--- src/common/gpio_irq_pkg.sv ---
package gpio_irq_pkg;
  // ==========================================================
  // Register map
  localparam logic [7:0] RISING_IRQ_MASK_SET_ADDR = 8'h0e;
  localparam logic [7:0] RISING_IRQ_MASK_CLEAR_ADDR = 8'h0f;
  localparam logic [7:0] PIN_DIRECTION_SET_ADDR = 8'h14;
  localparam logic [7:0] PIN_DIRECTION_CLEAR_ADDR = 8'h15;
  localparam logic [7:0] PIN_LEVEL_SET_ADDR = 8'h16;
  localparam logic [7:0] PIN_LEVEL_CLEAR_ADDR = 8'h17;
  localparam logic [7:0] PIN_INPUT_STATE_ADDR = 8'h18;
  localparam logic [7:0] PIN_IRQ_LATCH_SET_ADDR = 8'h1a;
  localparam logic [7:0] PIN_IRQ_LATCH_CLEAR_ADDR = 8'h1b;
  localparam logic [7:0] PIN_FALL_MASK_SET_ADDR = 8'h1c;
  localparam logic [7:0] PIN_FALL_MASK_CLEAR_ADDR = 8'h1d;
  localparam logic [7:0] PIN_RISE_MASK_SET_ADDR = 8'h1e;
  localparam logic [7:0] PIN_RISE_MASK_CLEAR_ADDR = 8'h1f;

  // ==========================================================
  // Widths and reset values
  localparam int PIN_COUNT = 3;
  localparam int SRC_COUNT = 8;
  localparam logic [7:0] REG_RESET = 8'h00;
  localparam logic [2:0] PIN_RESET = 3'h0;

  // ==========================================================
  // Status source bit positions
  localparam int SRC_BUS_VALID = 0;
  localparam int SRC_SESSION_VALID = 1;
  localparam int SRC_PLUS_LINE_HIGH = 2;
  localparam int SRC_IDENT_GROUNDED = 3;
  localparam int SRC_MINUS_LINE_HIGH = 4;
  localparam int SRC_IDENT_OPEN = 5;
  localparam int SRC_SESSION_END = 6;
  localparam int SRC_CARKIT_PULSE_FLAG = 7;
endpackage

--- src/common/setclr_if.sv ---
// Set/clear write strobes travelling from the decoder to each register
interface setclr_if;
  logic set_we;
  logic clr_we;
  logic [7:0] wdata;
  logic [7:0] value;
  modport ctrl (output set_we, output clr_we, output wdata, input value);
  modport store (input set_we, input clr_we, input wdata, output value);
endinterface

--- src/logic/setclr_reg.sv ---
// One set/clear register; hardware set wins over software clear
module setclr_reg
  import gpio_irq_pkg::*;
(
  // Clock and reset
  input wire logic clk_in,
  input wire logic reset_n_in,
  // Bus side
  setclr_if.store bus,
  // Hardware set events
  input wire logic [7:0] hw_set_in
);
  logic [7:0] value_reg;
  logic [7:0] value_next;

  // ==========================================================
  // Update: ones set or clear, zeros leave bits alone
  always_comb begin
    value_next = value_reg;
    if (bus.clr_we) begin
      value_next = value_next & ~bus.wdata;
    end
    if (bus.set_we) begin
      value_next = value_next | bus.wdata;
    end
    value_next = value_next | hw_set_in;  // Event in clear cycle not lost
  end

  always_ff @(posedge clk_in) begin
    if (!reset_n_in) begin
      value_reg <= REG_RESET;
    end else begin
      value_reg <= value_next;
    end
  end

  assign bus.value = value_reg;
endmodule

--- src/logic/gpio_port.sv ---
module gpio_port
  import gpio_irq_pkg::*;
(
  // Clock and reset
  input wire logic clk_in,
  input wire logic reset_n_in,
  // Register port
  input wire logic reg_wr_in,
  input wire logic reg_rd_in,
  input wire logic [7:0] reg_addr_in,
  input wire logic [7:0] reg_wdata_in,
  output logic [7:0] reg_rdata_out,
  output logic reg_hit_out,
  // Status sources, bit order fixed
  input wire logic [7:0] status_src_in,
  output logic [7:0] status_rise_event_out,
  // General-purpose pins
  input wire logic [2:0] pin_in,
  output logic [2:0] pin_out,
  output logic [2:0] pin_oe_out,
  // Any pin latch bit set
  output logic pin_irq_pending_out
);
  // Bank slots; each slot holds one set/clear pair
  localparam int NREG = 6;
  localparam int R_RMASK = 0;
  localparam int R_DIR = 1;
  localparam int R_LVL = 2;
  localparam int R_LATCH = 3;
  localparam int R_FALL = 4;
  localparam int R_RISE = 5;

  // One interface per register pair
  setclr_if regs [NREG] ();

  logic [7:0] set_addr [NREG];
  logic [7:0] status_prev_reg;
  logic [2:0] pin_prev_reg;
  logic [7:0] pin_event;
  logic [7:0] rdata_next;
  logic hit_next;
  // Plain copies of the bank outputs; an interface array takes fixed indexes only
  logic [7:0] reg_value [NREG];
  logic [7:0] rise_mask_value;
  logic [7:0] dir_value;
  logic [7:0] level_value;
  logic [7:0] latch_value;
  logic [7:0] pin_fall_mask_value;
  logic [7:0] pin_rise_mask_value;
  // Raw pin transitions before masking
  logic [7:0] pin_rise_all;
  logic [7:0] pin_fall_all;

  // ==========================================================
  // Address of the set half; clear half sits one above
  // Every set half sits on an even address
  assign set_addr[R_RMASK] = RISING_IRQ_MASK_SET_ADDR;
  assign set_addr[R_DIR] = PIN_DIRECTION_SET_ADDR;
  assign set_addr[R_LVL] = PIN_LEVEL_SET_ADDR;
  assign set_addr[R_LATCH] = PIN_IRQ_LATCH_SET_ADDR;
  assign set_addr[R_FALL] = PIN_FALL_MASK_SET_ADDR;
  assign set_addr[R_RISE] = PIN_RISE_MASK_SET_ADDR;

  // Widen the three pin bits to a register byte; upper bits read as zero
  function automatic logic [7:0] pad_pins(input logic [2:0] p);
    pad_pins = {5'h00, p};
  endfunction

  // Bits that went from low to high since the last sample
  function automatic logic [7:0] rose_bits(input logic [7:0] now_v, input logic [7:0] was_v);
    rose_bits = now_v & ~was_v;
  endfunction

  // Bits that went from high to low since the last sample
  function automatic logic [7:0] fell_bits(input logic [7:0] now_v, input logic [7:0] was_v);
    fell_bits = ~now_v & was_v;
  endfunction

  // Clear half of every pair sits one address above its set half
  function automatic logic [7:0] clear_of(input logic [7:0] set_a);
    clear_of = set_a + 8'h01;
  endfunction

  // ==========================================================
  // Set/clear register bank
  // set/clear decode
  for (genvar i = 0; i < NREG; i++) begin : g_reg
    assign regs[i].set_we = reg_wr_in && (reg_addr_in == set_addr[i]);
    assign regs[i].clr_we = reg_wr_in && (reg_addr_in == clear_of(set_addr[i]));
    assign regs[i].wdata = reg_wdata_in;
    assign reg_value[i] = regs[i].value;
    // Only the latch takes hardware sets; the others are software-only
    setclr_reg u_reg (
      .clk_in(clk_in),
      .reset_n_in(reset_n_in),
      .bus(regs[i]),
      .hw_set_in((i == R_LATCH) ? pin_event : 8'h00)
    );
  end

  // ==========================================================
  // Named views of the bank, one per register pair
  // Bits 7:3 of the pin registers are kept but reach no pin
  assign rise_mask_value = reg_value[R_RMASK];
  assign dir_value = reg_value[R_DIR];
  assign level_value = reg_value[R_LVL];
  assign latch_value = reg_value[R_LATCH];
  assign pin_fall_mask_value = reg_value[R_FALL];
  assign pin_rise_mask_value = reg_value[R_RISE];

  // ==========================================================
  // Previous-sample registers for edge detection
  // A high input at release looks like an edge, but every mask is
  // still clear then, so no event escapes before software opens one
  always_ff @(posedge clk_in) begin
    if (!reset_n_in) begin
      status_prev_reg <= REG_RESET;
    end else begin
      status_prev_reg <= status_src_in;
    end
  end

  // Pin history kept apart from the status history
  always_ff @(posedge clk_in) begin
    if (!reset_n_in) begin
      pin_prev_reg <= PIN_RESET;
    end else begin
      pin_prev_reg <= pin_in;
    end
  end

  // ==========================================================
  // Status source rising events; mask bit per source
  // rising mask gating
  // source bit order
  // Pulse lasts one cycle; a source that stays high raises no second event
  assign status_rise_event_out = rose_bits(status_src_in, status_prev_reg) & rise_mask_value;

  // ==========================================================
  // Pin edge events into the sticky latch
  // fall and rise masks
  assign pin_rise_all = rose_bits(pad_pins(pin_in), pad_pins(pin_prev_reg));
  assign pin_fall_all = fell_bits(pad_pins(pin_in), pad_pins(pin_prev_reg));
  // Padding keeps bits 7:3 of the event at zero whatever their mask bits hold
  assign pin_event = (pin_rise_all & pin_rise_mask_value)
                   | (pin_fall_all & pin_fall_mask_value);
  // Pending follows only the three pin bits of the latch
  assign pin_irq_pending_out = |latch_value[2:0];

  // ==========================================================
  // Pin drive: enable from direction, level from output register
  // drive when set
  assign pin_oe_out = dir_value[2:0];
  // drive high when set
  // Level is held while the pin is an input, so turning it around
  // drives the last written value at once
  assign pin_out = level_value[2:0];

  // ==========================================================
  // Read mux; readable at both addresses of a pair
  // Unmapped addresses, the one above the input register too, read zero
  always_comb begin
    rdata_next = 8'h00;
    hit_next = 1'b1;
    case (reg_addr_in)
      RISING_IRQ_MASK_SET_ADDR, RISING_IRQ_MASK_CLEAR_ADDR: begin
        rdata_next = rise_mask_value;
      end
      PIN_DIRECTION_SET_ADDR, PIN_DIRECTION_CLEAR_ADDR: begin
        rdata_next = dir_value;
      end
      PIN_LEVEL_SET_ADDR, PIN_LEVEL_CLEAR_ADDR: begin
        rdata_next = level_value;
      end
      PIN_IRQ_LATCH_SET_ADDR, PIN_IRQ_LATCH_CLEAR_ADDR: begin
        rdata_next = latch_value;
      end
      PIN_FALL_MASK_SET_ADDR, PIN_FALL_MASK_CLEAR_ADDR: begin
        rdata_next = pin_fall_mask_value;
      end
      PIN_RISE_MASK_SET_ADDR, PIN_RISE_MASK_CLEAR_ADDR: begin
        rdata_next = pin_rise_mask_value;
      end
      PIN_INPUT_STATE_ADDR: begin
        rdata_next = pad_pins(pin_in);
      end
      default: begin
        hit_next = 1'b0;
      end
    endcase
  end

  // Read data registered; holds until next read
  // Hit is kept with it so both describe the same read
  always_ff @(posedge clk_in) begin
    if (!reset_n_in) begin
      reg_rdata_out <= REG_RESET;
      reg_hit_out <= 1'b0;
    end else if (reg_rd_in) begin
      reg_rdata_out <= rdata_next;
      reg_hit_out <= hit_next;
    end
  end
endmodule

--- config.mk ---
export PLATFORM = sky130hd
export DESIGN_NAME = gpio_port
export DESIGN_NICKNAME = d
export VERILOG_FILES = /design/src/common/gpio_irq_pkg.sv /design/src/common/setclr_if.sv /design/src/logic/setclr_reg.sv /design/src/logic/gpio_port.sv
export SDC_FILE = /design/constraint.sdc
export NUM_CORES = 1
export LEC_CHECK = 0
export ABC_CLOCK_PERIOD_IN_PS = 2200
export BUFFER_PORTS_ARGS = -buffer_cell sky130_fd_sc_hd__buf_4
export CAP_MARGIN = 20
export CORE_MARGIN = 1.5
export CORE_UTILIZATION = 40
export DETAILED_ROUTE_END_ITERATION = 10
export SETUP_SLACK_MARGIN = 0.02
export SYNTH_ARGS = -nofsm -noshare
export SYNTH_HDL_FRONTEND = slang
export SYNTH_HIERARCHICAL = 1
export SYNTH_SLANG_ARGS = --single-unit
--- constraint.sdc ---
create_clock -name clk_in -period 2.2 [get_ports clk_in]
set_clock_uncertainty 0.15 [all_clocks]
set_input_delay 0.44 -clock clk_in [delete_from_list [all_inputs] [get_ports clk_in]]
set_output_delay 0.44 -clock clk_in [all_outputs]
set_load 0.01 [all_outputs]
## After elaboration in Yosys (flattened, before gate mapping)

Index checks and enable logic that the tools add are counted.

- Register bits: 68
- Output and inout bits: 24

- Equal/unequal tests: 13
- Mux-type cells: 14
- Bitwise gates (word level): 24
- Reductions and logical operators: 20

Operators by type and width:

| operator | number |
|---|---|
| $mux W8 | 12 |
| $eq A8 B5 Y1 const B | 11 |
| $and A8 B8 Y8 | 10 |
| $or A8 B8 Y8 | 8 |
| $pmux W8 S7 | 1 |
| $eq A8 B4 Y1 const B | 2 |
| $not A3 Y8 | 2 |
| $not A8 Y8 | 2 |
| $reduce_or A13 Y1 | 1 |
| $logic_and A1 B1 Y1 | 12 |
| $reduce_or A2 Y1 | 6 |
| $and A3 B8 Y8 | 1 |
| $and A8 B3 Y8 | 1 |
| $reduce_or A3 Y1 | 1 |
| $mux W1 | 1 |

## Depth between registers and ports, before layout

Gate-level depths: netlist of run 1.

- Depth after elaboration: 6
- Gate-level depth with buffers: 7
- Gate-level depth less buffers: 5

## By module

Netlist of run 1, hierarchy kept.

Modules (own cells, without submodules):

| module | times used | cells an instance | area each (um^2) | sequential area each (um^2) |
|---|---|---|---|---|
| setclr_reg | 6 | 34 | 356.6 | 160.2 |
| gpio_port | 1 | 162 | 1,372.6 | 400.4 |

## Worst setup path after synthesis of run 1

OpenSTA, ideal clock, no wires.

- Path type: input to register
- Start: input reg_addr_in[1]
- End: register g_reg[4].u_reg.value_reg[6]
- Library setup time: 70 ps
- Data arrival time: 1,701 ps
- Slack: 279 ps
- Stages on the path: 7
- Path buffers: 3
- Path through: clkbuf_1 > clkbuf_1 > or3b_2 > nor2_1 > buf_2 > a21oi_1 > a21boi_1

RTL lines:

| item | RTL line | source |
|---|---|---|
| from (decl) | gpio_port.sv:10 | `input wire logic [7:0] reg_addr_in,` |
| $eq A8 B5 Y1 | gpio_port.sv:88 | `assign regs[i].set_we = reg_wr_in && (reg_addr_in == set_addr[i]);` |
| $logic_and A1 B1 Y1 | gpio_port.sv:88 |  |
| via regs[4].set_we | setclr_if.sv:3 | `logic set_we;` |
| $mux W8 | setclr_reg.sv:23 | `if (bus.set_we) begin` |
| to (signal assigned) | setclr_reg.sv:33 | `value_reg <= value_next;` |
| to (decl) | setclr_reg.sv:13 | `logic [7:0] value_reg;` |

The timed path passes the listed nets, and every way through them passes these cells.
A chain may end at the register's enable or synchronous reset.

## Worst setup path in the final report of run 1

- Start: register g_reg[3].u_reg.value_reg[1]
- End: output pin_irq_pending_out

- Cells in the longest elaborated chain, start to end: 1

RTL lines:

| item | RTL line | source |
|---|---|---|
| from (decl) | setclr_reg.sv:13 |  |
| from (signal assigned) | setclr_reg.sv:33 |  |
| $reduce_or A3 Y1 | gpio_port.sv:148 | `assign pin_irq_pending_out = \|latch_value[2:0];` |
| to (decl) | gpio_port.sv:22 | `output logic pin_irq_pending_out` |

Every way passes these cells.

==> results of run 1 <==
[where the power goes]
part | switching, mW | internal, mW
clock | 0.478 | 0.582
sequential | 0.0490 | 1.31
combinational | 0.182 | 0.206
total | 0.709 | 2.09
[area by class of cell]
| type | instances | area [µm²] | share of cell area, % |
|---|---|---|---|
| flip-flops and latches | 68 | 1360 | 31.0 |
| repair buffers | 71 | 533 | 12.1 |
| clock inverters | 4 | 47.5 | 1.08 |
| multi-input cells | 320 | 2160 | 49.2 |
| clock buffers | 12 | 155 | 3.53 |
| well taps | 108 | 135 | 3.08 |
[synth_stat cells (2+ instances only)]
cell type	n
sky130_fd_sc_hd__a21bo_1	48
sky130_fd_sc_hd__a21boi_1	48
sky130_fd_sc_hd__a21oi_1	51
sky130_fd_sc_hd__a221oi_1	4
sky130_fd_sc_hd__a22o_1	6
sky130_fd_sc_hd__a22oi_1	6
sky130_fd_sc_hd__a31oi_1	5
sky130_fd_sc_hd__and2_1	12
sky130_fd_sc_hd__and3b_1	8
sky130_fd_sc_hd__buf_2	9
sky130_fd_sc_hd__buf_6	8
sky130_fd_sc_hd__clkbuf_1	4
sky130_fd_sc_hd__dfxtp_1	68
sky130_fd_sc_hd__mux2_2	7
sky130_fd_sc_hd__mux2i_1	3
sky130_fd_sc_hd__nand2_1	16
sky130_fd_sc_hd__nand2b_1	2
sky130_fd_sc_hd__nand3_1	4
sky130_fd_sc_hd__nand3b_1	3
sky130_fd_sc_hd__nand4b_1	2
sky130_fd_sc_hd__nand4bb_1	2
sky130_fd_sc_hd__nor2_1	15
sky130_fd_sc_hd__nor2b_1	4
sky130_fd_sc_hd__o211a_1	2
sky130_fd_sc_hd__o211ai_1	2
sky130_fd_sc_hd__o21ai_1	2
sky130_fd_sc_hd__o22ai_1	5
sky130_fd_sc_hd__or3_1	4
[per-layer routing]
layer,vias to the layer above,track usage [%]
met5,-,0
met3,7,4.77
met1,1459,27.0
li1,1527,-
met4,0,4.57
met2,70,33.4
[worst min-delay path by stage]
stage	slack [ps]	from	end
CTS	140	status_src_in[7]	status_prev_reg[7]
global placement	340	reg_hit_out	reg_hit_out
global route	140	status_src_in[4]	status_prev_reg[4]
finish	150	status_src_in[6]	status_prev_reg[6]
floorplan	350	reg_rdata_out[6]	reg_rdata_out[6]
detailed placement	330	reg_rdata_out[6]	reg_rdata_out[6]
[layout by cell type (no fill, tap or decap), types with 2 or more instances in the layout]
master and count:
sky130_fd_sc_hd__buf_4 71, sky130_fd_sc_hd__dfxtp_1 68, sky130_fd_sc_hd__a21oi_1 51, sky130_fd_sc_hd__a21bo_1 48
sky130_fd_sc_hd__a21boi_1 48, sky130_fd_sc_hd__conb_1 45, sky130_fd_sc_hd__nand2_1 16, sky130_fd_sc_hd__nor2_1 15
sky130_fd_sc_hd__and2_1 12, sky130_fd_sc_hd__clkbuf_8 11, sky130_fd_sc_hd__and3b_1 8, sky130_fd_sc_hd__mux2_2 7
sky130_fd_sc_hd__a22oi_1 6, sky130_fd_sc_hd__a22o_1 6, sky130_fd_sc_hd__o22ai_1 5, sky130_fd_sc_hd__a31oi_1 5
sky130_fd_sc_hd__nor2b_1 4, sky130_fd_sc_hd__nand3_1 4, sky130_fd_sc_hd__or3_1 4, sky130_fd_sc_hd__a221oi_1 4
sky130_fd_sc_hd__nand3b_1 3, sky130_fd_sc_hd__mux2i_1 3, sky130_fd_sc_hd__nand4bb_1 2, sky130_fd_sc_hd__o21ai_1 2
sky130_fd_sc_hd__nand2b_1 2, sky130_fd_sc_hd__nand4b_1 2, sky130_fd_sc_hd__o211ai_1 2, sky130_fd_sc_hd__o211a_1 2
sky130_fd_sc_hd__clkinv_2 2
[metrics by stage]
step / worst slack, ps / instances / util, %
CTS: 396 / 583 / 51.1
global route: 365 / 583 / 51.1
floorplan: 279 / 410 / -
detailed placement: 110 / 567 / 48.8
finish: 395 / 583 / 51.1
global placement: 132 / 567 / 48.8
[worst max-delay path: stages, from the launching register on]
cell and delay (ps):
sky130_fd_sc_hd__dfxtp_1 330, sky130_fd_sc_hd__or3_1 390, sky130_fd_sc_hd__buf_4 160
[kinds of logic after synthesis]
family	share of synthesized area, %
AOI/OAI and AO/OA	39.7
and+or+nand+nor	14.0
DFF	38.8
buffers and inverters	4.38
muxes	3.10
other	0.107
==> impl_summary.md, run 1 <==
Status
The flow ran to the end, and the final reports show no timing, DRC or antenna violations.

Cells and area
The repair_antennas step left the layout with diodes totalling 0. At the end of the flow, the number of nets in the layout was 501. The register with the most flip-flops in the layout has 48 of them. The fraction of layout cells with a size suffix above 1 is 20.8%. The final non-filler cell area is 4390 µm². The fill cell total of the finished layout is 836. The area growth from synthesis to layout is 25.1%.

Critical path
The critical setup path kind is reg -> out. At the worst endpoint, the arrival time is 1220 ps. STA puts the critical path data required time at 1610 ps. In this run the critical register-to-register path is captured at reg_rdata_out[7]. The slack of the worst reg-to-reg path is 710 ps. The critical path ends at pin_irq_pending_out. The worst register-to-register path begins at g_reg[5].u_reg/bus.value[7]. The type of destination of the critical path is an output port. The worst register-to-register path has a depth of 5. The launching instance or port of the critical path is g_reg[3].u_reg/bus.value[1].

The critical path launch point type is a flop. The maximum fanout along the worst path is 3.

Routing
The number of DRC violations after detailed-routing iteration 0 is 170. The routed length on met1 is 4340 µm. The sum of met2 wire segment lengths after detailed routing is 4340 µm. The routed layout has 3,063 vias. After detailed routing, the number of remaining DRC violations is 0.

The routed design uses 412 µm of met3 wire. The detail-routed net length per standard cell is 15.8 µm. The detailed-router iteration count before antenna repair is 4. Using the TritonRoute via totals, the vias-per-cell ratio works out to 5.25. Signal routing reaches up to met4. The detailed-route wire length is 9190 µm. The detail route stage leaves a number of antenna-violating nets equal to 0.

Clock network
In this run the post-CTS setup repair buffer count came out at 0. The number of buffers created by CTS is 9. Clock tree synthesis selected as its root buffer the cell sky130_fd_sc_hd__clkbuf_8. After clock tree synthesis, the clock-pin slew on the worst setup and hold paths is 70 ps. The clock passes through at most 2 buffers. The number of H-tree levels is 3. The clock latency of the later-clocked register in the worst-skew pair is 340 ps. The number of cells upsized or downsized after cts is 0.

Buffers inserted to repair hold after CTS numbered 0. TritonCTS built the clock tree. The clock sink count is 68.

Die
The starting utilization of the core area is 40.9%. The total I/O pin count is 55. The chip width is 96.7 µm.

The row count is 34. The area of the die is 9350 µm². The die outline height is 96.7 µm. The area of the core is 8590 µm².

Placement
The number of I/O port buffers is 54. The post-detailed-placement cell area is 4190 µm². The placed wire-length estimate is 6760 µm. The routability congestion estimate is 0.837.

Yosys
Counting distinct cell types in the post-synthesis netlist gives 44. A synthesized cell averages 9.60 µm². In this run the cell area of the synthesized design comes to 3510 µm².

The register area share after synthesis is 38.8%. The most used flip-flop cell after synthesis is sky130_fd_sc_hd__dfxtp_1. The synthesized design contains 0 enable-type register cells. The number of synthesis warnings is 6. The number of storage elements in the synthesis netlist is 68. After synthesis, the cell types taking the most area are sky130_fd_sc_hd__dfxtp_1 39%, sky130_fd_sc_hd__a21bo_1 14%, sky130_fd_sc_hd__a21boi_1 10%. Summed over its instances, the top area cell type makes up 38.8% of the synthesized netlist area.

The largest area contributor in the synthesized netlist is sky130_fd_sc_hd__dfxtp_1. Counting flops with an async set or reset pin after synthesis yields a share of 0%. The instance count of the mapped netlist is 366.

Timing
For the pin with the worst max-slew slack, the measured transition is 511 ps. The accumulated negative setup slack is 0 ps. The final period utilization is 82.1%. The time the final worst path needs with I/O delays and setup is 1810 ps.

The final max-slew violation count is 0. The worst max-slew margin expressed relative to the limit is 65.8%. The final number of hold-violating endpoints is 0. The tightest hold path in the finished design has a slack of 148 ps. Setup repair after global routing left no endpoint under its margin.

The maximum operating frequency is 0.554 GHz. The number of setup violations in the final report is 0.

GRT
The largest net degree at the start of global routing is 34. The wire length of the first global-routing pass is 15,100 µm. The total congestion overflow after global routing is 0. The number of global-route vias before repair is 2,959. The initial antenna violation count is 0. The overall fraction of global-route tracks in use is 20.3%.

Worst hold path
The type of the most critical hold path is in -> reg. The worst hold path passes through 2 cells.

Power
Power spread over the standard cell area amounts to 638 nW/µm². The maximum VDD drop is 0.000292 V. For this design the static power due to leakage is 2.04 nW. The power after layout is 2.80 mW.

Job
The number of max-cap violations is 0.
Power figures use the tool's default switching activity.
==> run 2: changes to the inputs <==
- ABC_CLOCK_PERIOD_IN_PS: 2200 -> 1700
- clock period: 2.2 -> 1.7 ns (I/O delays scaled with it)
==> impl_summary.md, run 2 (synthesis results as in run 1) <==
Cells and area
The flip-flop count of the largest register after layout is 48. The fraction of layout cells with a size suffix above 1 is 24.3%. Excluding fillers, the count of instances in the completed layout stands at 598. The area growth from synthesis to layout is 29.1%.

The leading cell type in the layout, fill and taps excluded is sky130_fd_sc_hd__buf_4. The number of antenna diodes in the final layout is 0. After the last flow step, the layout net total stands at 518. The final non-filler cell area is 4530 µm².

Once layout is complete, the utilization of the core stands at 52.8%. The top cell types in the final layout, fill and taps aside, are 87 x sky130_fd_sc_hd__buf_4, 65 x sky130_fd_sc_hd__dfxtp_1, 51 x sky130_fd_sc_hd__a21oi_1, 48 x sky130_fd_sc_hd__a21bo_1, 48 x sky130_fd_sc_hd__a21boi_1.

Power
The maximum VDD drop is 0.000433 V. The power density relative to cell area is 799 nW/µm². The power after layout is 3.62 mW. The analysis attributes to cell leakage a power of 2.13 nW.

Clock network
Buffers inserted to repair hold after CTS numbered 0. In this run the clock root is driven by a sky130_fd_sc_hd__clkbuf_8. CTS built an H-tree with a depth of 3.

The clock edge transition at the registers on the reported setup and hold paths is 70 ps. The longest clock path from root to sink contains 2 buffers. TritonCTS built the clock tree. The clock latency of the later-clocked register in the worst-skew pair is 340 ps.

The clock sink count is 68. The number of clock buffers added by TritonCTS is 9.

GRT
The largest net degree at the start of global routing is 34. The number of global-route vias before repair is 3,037. The first global-routing pass estimated 15,600 µm of wire.

The initial antenna violation count is 0. The total congestion overflow after global routing is 0. Global routing used 20.9% of the available tracks across all layers.

Placement
Summing all placed instances gives a cell area of 4320 µm². The number of placed cells counting well taps is 583. The worst slack at placement is -250 ps. Routability-driven placement finished with a final weighted congestion of 0.853. The number of I/O port buffers is 54. The placed wire-length estimate is 7020 µm.

Timing
The accumulated negative setup slack is 0 ps. The final number of hold-violating endpoints is 0. Final hold analysis gives a worst-case slack of 50.7 ps. The final max-slew violation count was 0. Setup violations remaining at the end of the flow were counted as 0. For this run, the top clock speed supported by timing is 0.601 GHz.

In the post-route analysis, the smallest setup slack over all paths is 34.8 ps. The final period utilization is 98.0%. Subtracting the final worst setup slack from the clock period gives 1670 ps.

Setup repair after global routing could not meet its margin everywhere.

Routing
The detail-routed net length per standard cell is 15.5 µm. The detailed-router iteration count before antenna repair is 6. The average via count per standard cell is 5.18. After detailed routing, the total wire length is 9250 µm.

In this run the remaining antenna-violating nets after routing total 0. Summing over every cut layer, the via total after detailed routing is 3,099. For this block, the initial DRC count from the detailed router was 97. For this run, design rule violations remaining after detail routing come to 0.

Critical path
The critical path goes through or3_4, buf_6. The maximum fanout along the worst path is 3. The critical setup path kind is reg -> out. Data on the critical path arrives at its endpoint at 1180 ps. The critical path launch point type is a flop. The worst register-to-register path begins at g_reg[5].u_reg/bus.value[7]. The longest individual stage delay on the worst path is 380 ps.

The family of cells with the greatest summed delay on the critical path is simple AND/OR/NAND/NOR gates. The critical path's slowest cell is sky130_fd_sc_hd__or3_4. The buffers plus inverters on the worst setup path is 1. The type of destination of the critical path is an output port.

The launching instance or port of the critical path is g_reg[3].u_reg/bus.value[2]. The critical path required time is 1210 ps.

Die
The area of the die is 9350 µm². The starting utilization of the core area is 40.9%. The chip width is 96.7 µm.

The area of the core is 8590 µm². Measured along the y axis, the die boundary spans 96.7 µm. Pin placement for this block handled 55 I/O pins. In this run the core area contains 34 standard-cell rows.

Worst hold path
The start point of the worst min-delay path is status_src_in[1]. The type of the most critical hold path is in -> reg.

Job
Across the run, the number of max-cap violations was 0.

Status
The flow ran to the end, and the final reports show no timing, DRC or antenna violations.
-- run 2: final timing paths --
path                         endpoint  depth (start not counted)  slack, ps
setup / recovery  pin_irq_pending_out                          2         30
hold / removal     status_prev_reg[1]                          2         50
setup reg to reg     reg_rdata_out[7]                          5        220
hold reg to reg      reg_rdata_out[4]                          1        360
-- run 2: worst register-to-register path, stage by stage, from the launching register on --
cell                      delay [ps]
sky130_fd_sc_hd__dfxtp_1         330
sky130_fd_sc_hd__mux2_2          260
sky130_fd_sc_hd__a22o_1          180
sky130_fd_sc_hd__a21oi_1         180
sky130_fd_sc_hd__o21ai_1         100
sky130_fd_sc_hd__a22o_1          170
-- run 2: cell type report --
type	instances	area, µm²
well taps	108	135
fillers	840	4060
clock inverters	2	35.0
flip-flops and latches	68	1370
repair buffers	88	664
multi-input cells	320	2180
clock buffers	12	155
-- run 2: timing repair --
| action | 4_1_cts | 5_1_grt |
|---|---|---|
| cloned | 0 | 0 |
| gates resized for setup | 5 | 0 |
| buffers inserted | 1 | 0 |
| pin swaps | 1 | 0 |
| setup endpoints to repair | 1 | 1 |
-- run 2: where the power goes --
part | internal (mW) | total (mW) | switching (mW)
registers | 1.69 | 1.76 | 0.0632
logic | 0.293 | 0.534 | 0.242
clock network | 0.740 | 1.33 | 0.592
-- run 2: routing by layer --
layer	track usage (%)	vias up	share of wire, %
met5	0	-	0
met4	7.13	0	1.7
met3	3.11	14	3.9
met2	34.4	66	47
met1	27.9	1457	48
li1	-	1562	-
==> run 3: changes to the inputs <==
- CORE_ASPECT_RATIO: unset -> 2
- CORE_UTILIZATION: 40 -> 47
- CTS_BUF_LIST: unset -> sky130_fd_sc_hd__clkbuf_8
- PLACE_DENSITY: unset -> 0.68
==> impl_summary.md, run 3 (synthesis results as in run 1) <==
Cells and area
After routing the design area is 4570 µm². Once layout is complete, the utilization of the core stands at 62.9%. The net count of the finished layout is 525.

Of the cells placed in the final design, the portion with a size suffix greater than 1 is 25.3%. Excluding fillers, the count of instances in the completed layout stands at 590. The register with the most flip-flops in the layout has 48 of them.

The library cell used most frequently in the layout, excluding fill and tap cells, is sky130_fd_sc_hd__buf_4. The area growth from synthesis to layout is 30.2%. 0 antenna diodes ended up in the layout. In the layout the commonest cells are 93 x sky130_fd_sc_hd__buf_4, 67 x sky130_fd_sc_hd__dfxtp_1, 51 x sky130_fd_sc_hd__a21oi_1, 48 x sky130_fd_sc_hd__a21bo_1, 48 x sky130_fd_sc_hd__a21boi_1.

Routing
In the routed design, unresolved DRC markers number 0. The average via count per standard cell is 5.40. The detailed-route wire length is 9810 µm. The detailed router placed 3,186 vias in this run. The number of DRC violations after detailed-routing iteration 0 is 155.

After detailed routing, the average wire length per cell comes to 16.6 µm. The detailed-router iteration count before antenna repair is 4. The post-detailed-route count of antenna-violating nets is 0.

Worst hold path
For hold timing, the worst endpoint is status_prev_reg[1]. The number of cells traversed by the worst hold path is 2. The path class of the tightest hold or removal check is in -> reg. The worst hold path begins at status_src_in[1].

Critical path
The critical path launch point type is a flop. Traced cell by cell, the critical path runs through or3_1, buf_6. STA puts the critical path data arrival time at 1180 ps. In this design, the largest share of critical-path delay is due to simple AND/OR/NAND/NOR gates. The critical setup path kind is reg -> out. The worst register-to-register path begins at g_reg[5].u_reg/bus.value[7]. The longest individual stage delay on the worst path is 370 ps. The critical path required time is 1210 ps. The slowest stage of the critical path is the sky130_fd_sc_hd__or3_1 cell. The maximum fanout along the worst path is 2. The type of destination of the critical path is an output port. The capture instance of the worst register-to-register path is reg_rdata_out[7]. The slack of the worst reg-to-reg path is 290 ps. The number of cells traversed by the worst register-to-register path is 5. The number of buffers and inverters on the critical path is 1.

Timing
The final number of hold-violating endpoints came to 0. The routed design could run at a clock period as short as 1670 ps. For the final routed database, the setup TNS stands at 0 ps. After layout, the worst path uses 98.5% of the clock period. For the pin with the worst max-slew slack, the measured transition is 575 ps. The final max-slew violation count is 0. The worst max-slew margin expressed relative to the limit is 61.6%. For this run, the top clock speed supported by timing is 0.597 GHz. Setup violations remaining at the end of the flow were counted as 0. The post-route worst setup slack is 25.5 ps. The worst hold slack is 41.0 ps. Setup repair after global routing could not meet its margin everywhere.

Job
The number of max-cap violations is 0.

Power
For this design the static power due to leakage is 2.17 nW. The power density relative to cell area is 784 nW/µm². IR analysis of the VDD net gives a maximum drop of 0.000467 V.

The power after layout is 3.58 mW.

Clock network
The number of buffers added to fix hold violations after cts is 0. The tree is rooted in a sky130_fd_sc_hd__clkbuf_8. The longest clock path from root to sink contains 2 buffers. At the later pin of the worst-skew pair, clock insertion delay measures 350 ps. The number of H-tree levels is 3.

The clock edge transition at the registers on the reported setup and hold paths is 70 ps. Counting the buffers created by CTS gives 9. The clock tree from TritonCTS is built. The clock drives 68 sinks.

Placement
After detailed placement, the total cell area comes to 4370 µm². The placed wire-length estimate is 7120 µm. The number of placed cells counting well taps is 574. Before CTS, the worst setup slack after placement is -347 ps.

At the end of routability-driven placement, the weighted congestion stood at 0.873. The number of I/O port buffers is 54.

Die
The area of the core is 7270 µm². The floorplan step defined a die boundary enclosing 8030 µm². The total I/O pin count is 55.

The die outline height is 125 µm. The floorplan has 44 rows. The initial utilization of the core area, before any placement, comes to 48.3%. The chip width is 64.1 µm.

GRT
The initial antenna violation count came to 0. Global routing used 25.4% of the available tracks across all layers. The number of global-route vias before repair is 3,039. The total congestion overflow after global routing is 0. The first global-routing pass estimated 15,600 µm of wire. Entering global routing, the biggest net connects 62 pins.

Status
The run finished with clean final reports.
## run 3: cell types whose count changed in the layout (fill, tap and decap cells not counted), moves of 2 or more
| cell | previous run | this run |
|---|---|---|
| sky130_fd_sc_hd__clkinv_2 | 1 | 3 |
| sky130_fd_sc_hd__buf_4 | 87 | 93 |
| sky130_fd_sc_hd__clkbuf_8 | 11 | 9 |
| sky130_fd_sc_hd__dfxtp_1 | 65 | 67 |
| sky130_fd_sc_hd__dfxtp_2 | 3 | 1 |
## run 3: metal layers
layer  vias up  wire length, µm  track usage (%)
li1       1572                -                -
met1      1519             3980             29.6
met2        76             5190             43.9
met3        19              367             4.77
met4         0              269             11.9
met5         -                0                0
## run 3: cell type report
cell class,count,area [µm²]
Fill cell,697,2690
Multi-Input combinational cell,320,2190
Sequential cell,68,1360
Timing Repair Buffer,95,729
Clock buffer,9,124
Tap cell,92,115
Clock inverter,6,57.6
## run 3: how the worst max path moves through the flow
stage,from,to,cells past startpoint
after floorplan,reg_addr_in[4],reg_rdata_out[3],7
after global placement,reg_addr_in[5],reg_rdata_out[4],6
after detailed placement,reg_addr_in[5],reg_rdata_out[4],6
after CTS,g_reg[3].u_reg/bus.value[1],pin_irq_pending_out,2
after global routing,g_reg[3].u_reg/bus.value[1],pin_irq_pending_out,2
final,g_reg[3].u_reg/bus.value[1],pin_irq_pending_out,2
## run 3: worst register-to-register path: cells and delay by family, from the launching register on
family | cells | cell delay (ps)
AO/OA/AOI/OAI | 4 | 580
multiplexers | 1 | 260
flip-flops | 1 | 320
## run 3: report_power, final
part	switching [mW]	internal [mW]
Sequential	0.0627	1.69
Combinational	0.248	0.297
Clock	0.627	0.658
Total	0.939	2.65
## run 3: repair_timing
| action | CTS | global route |
|---|---|---|
| setup endpoints to repair | 1 | 12 |
| pin swaps | 0 | 2 |
| buffers inserted | 1 | 0 |
| resized for setup | 1 | 4 |
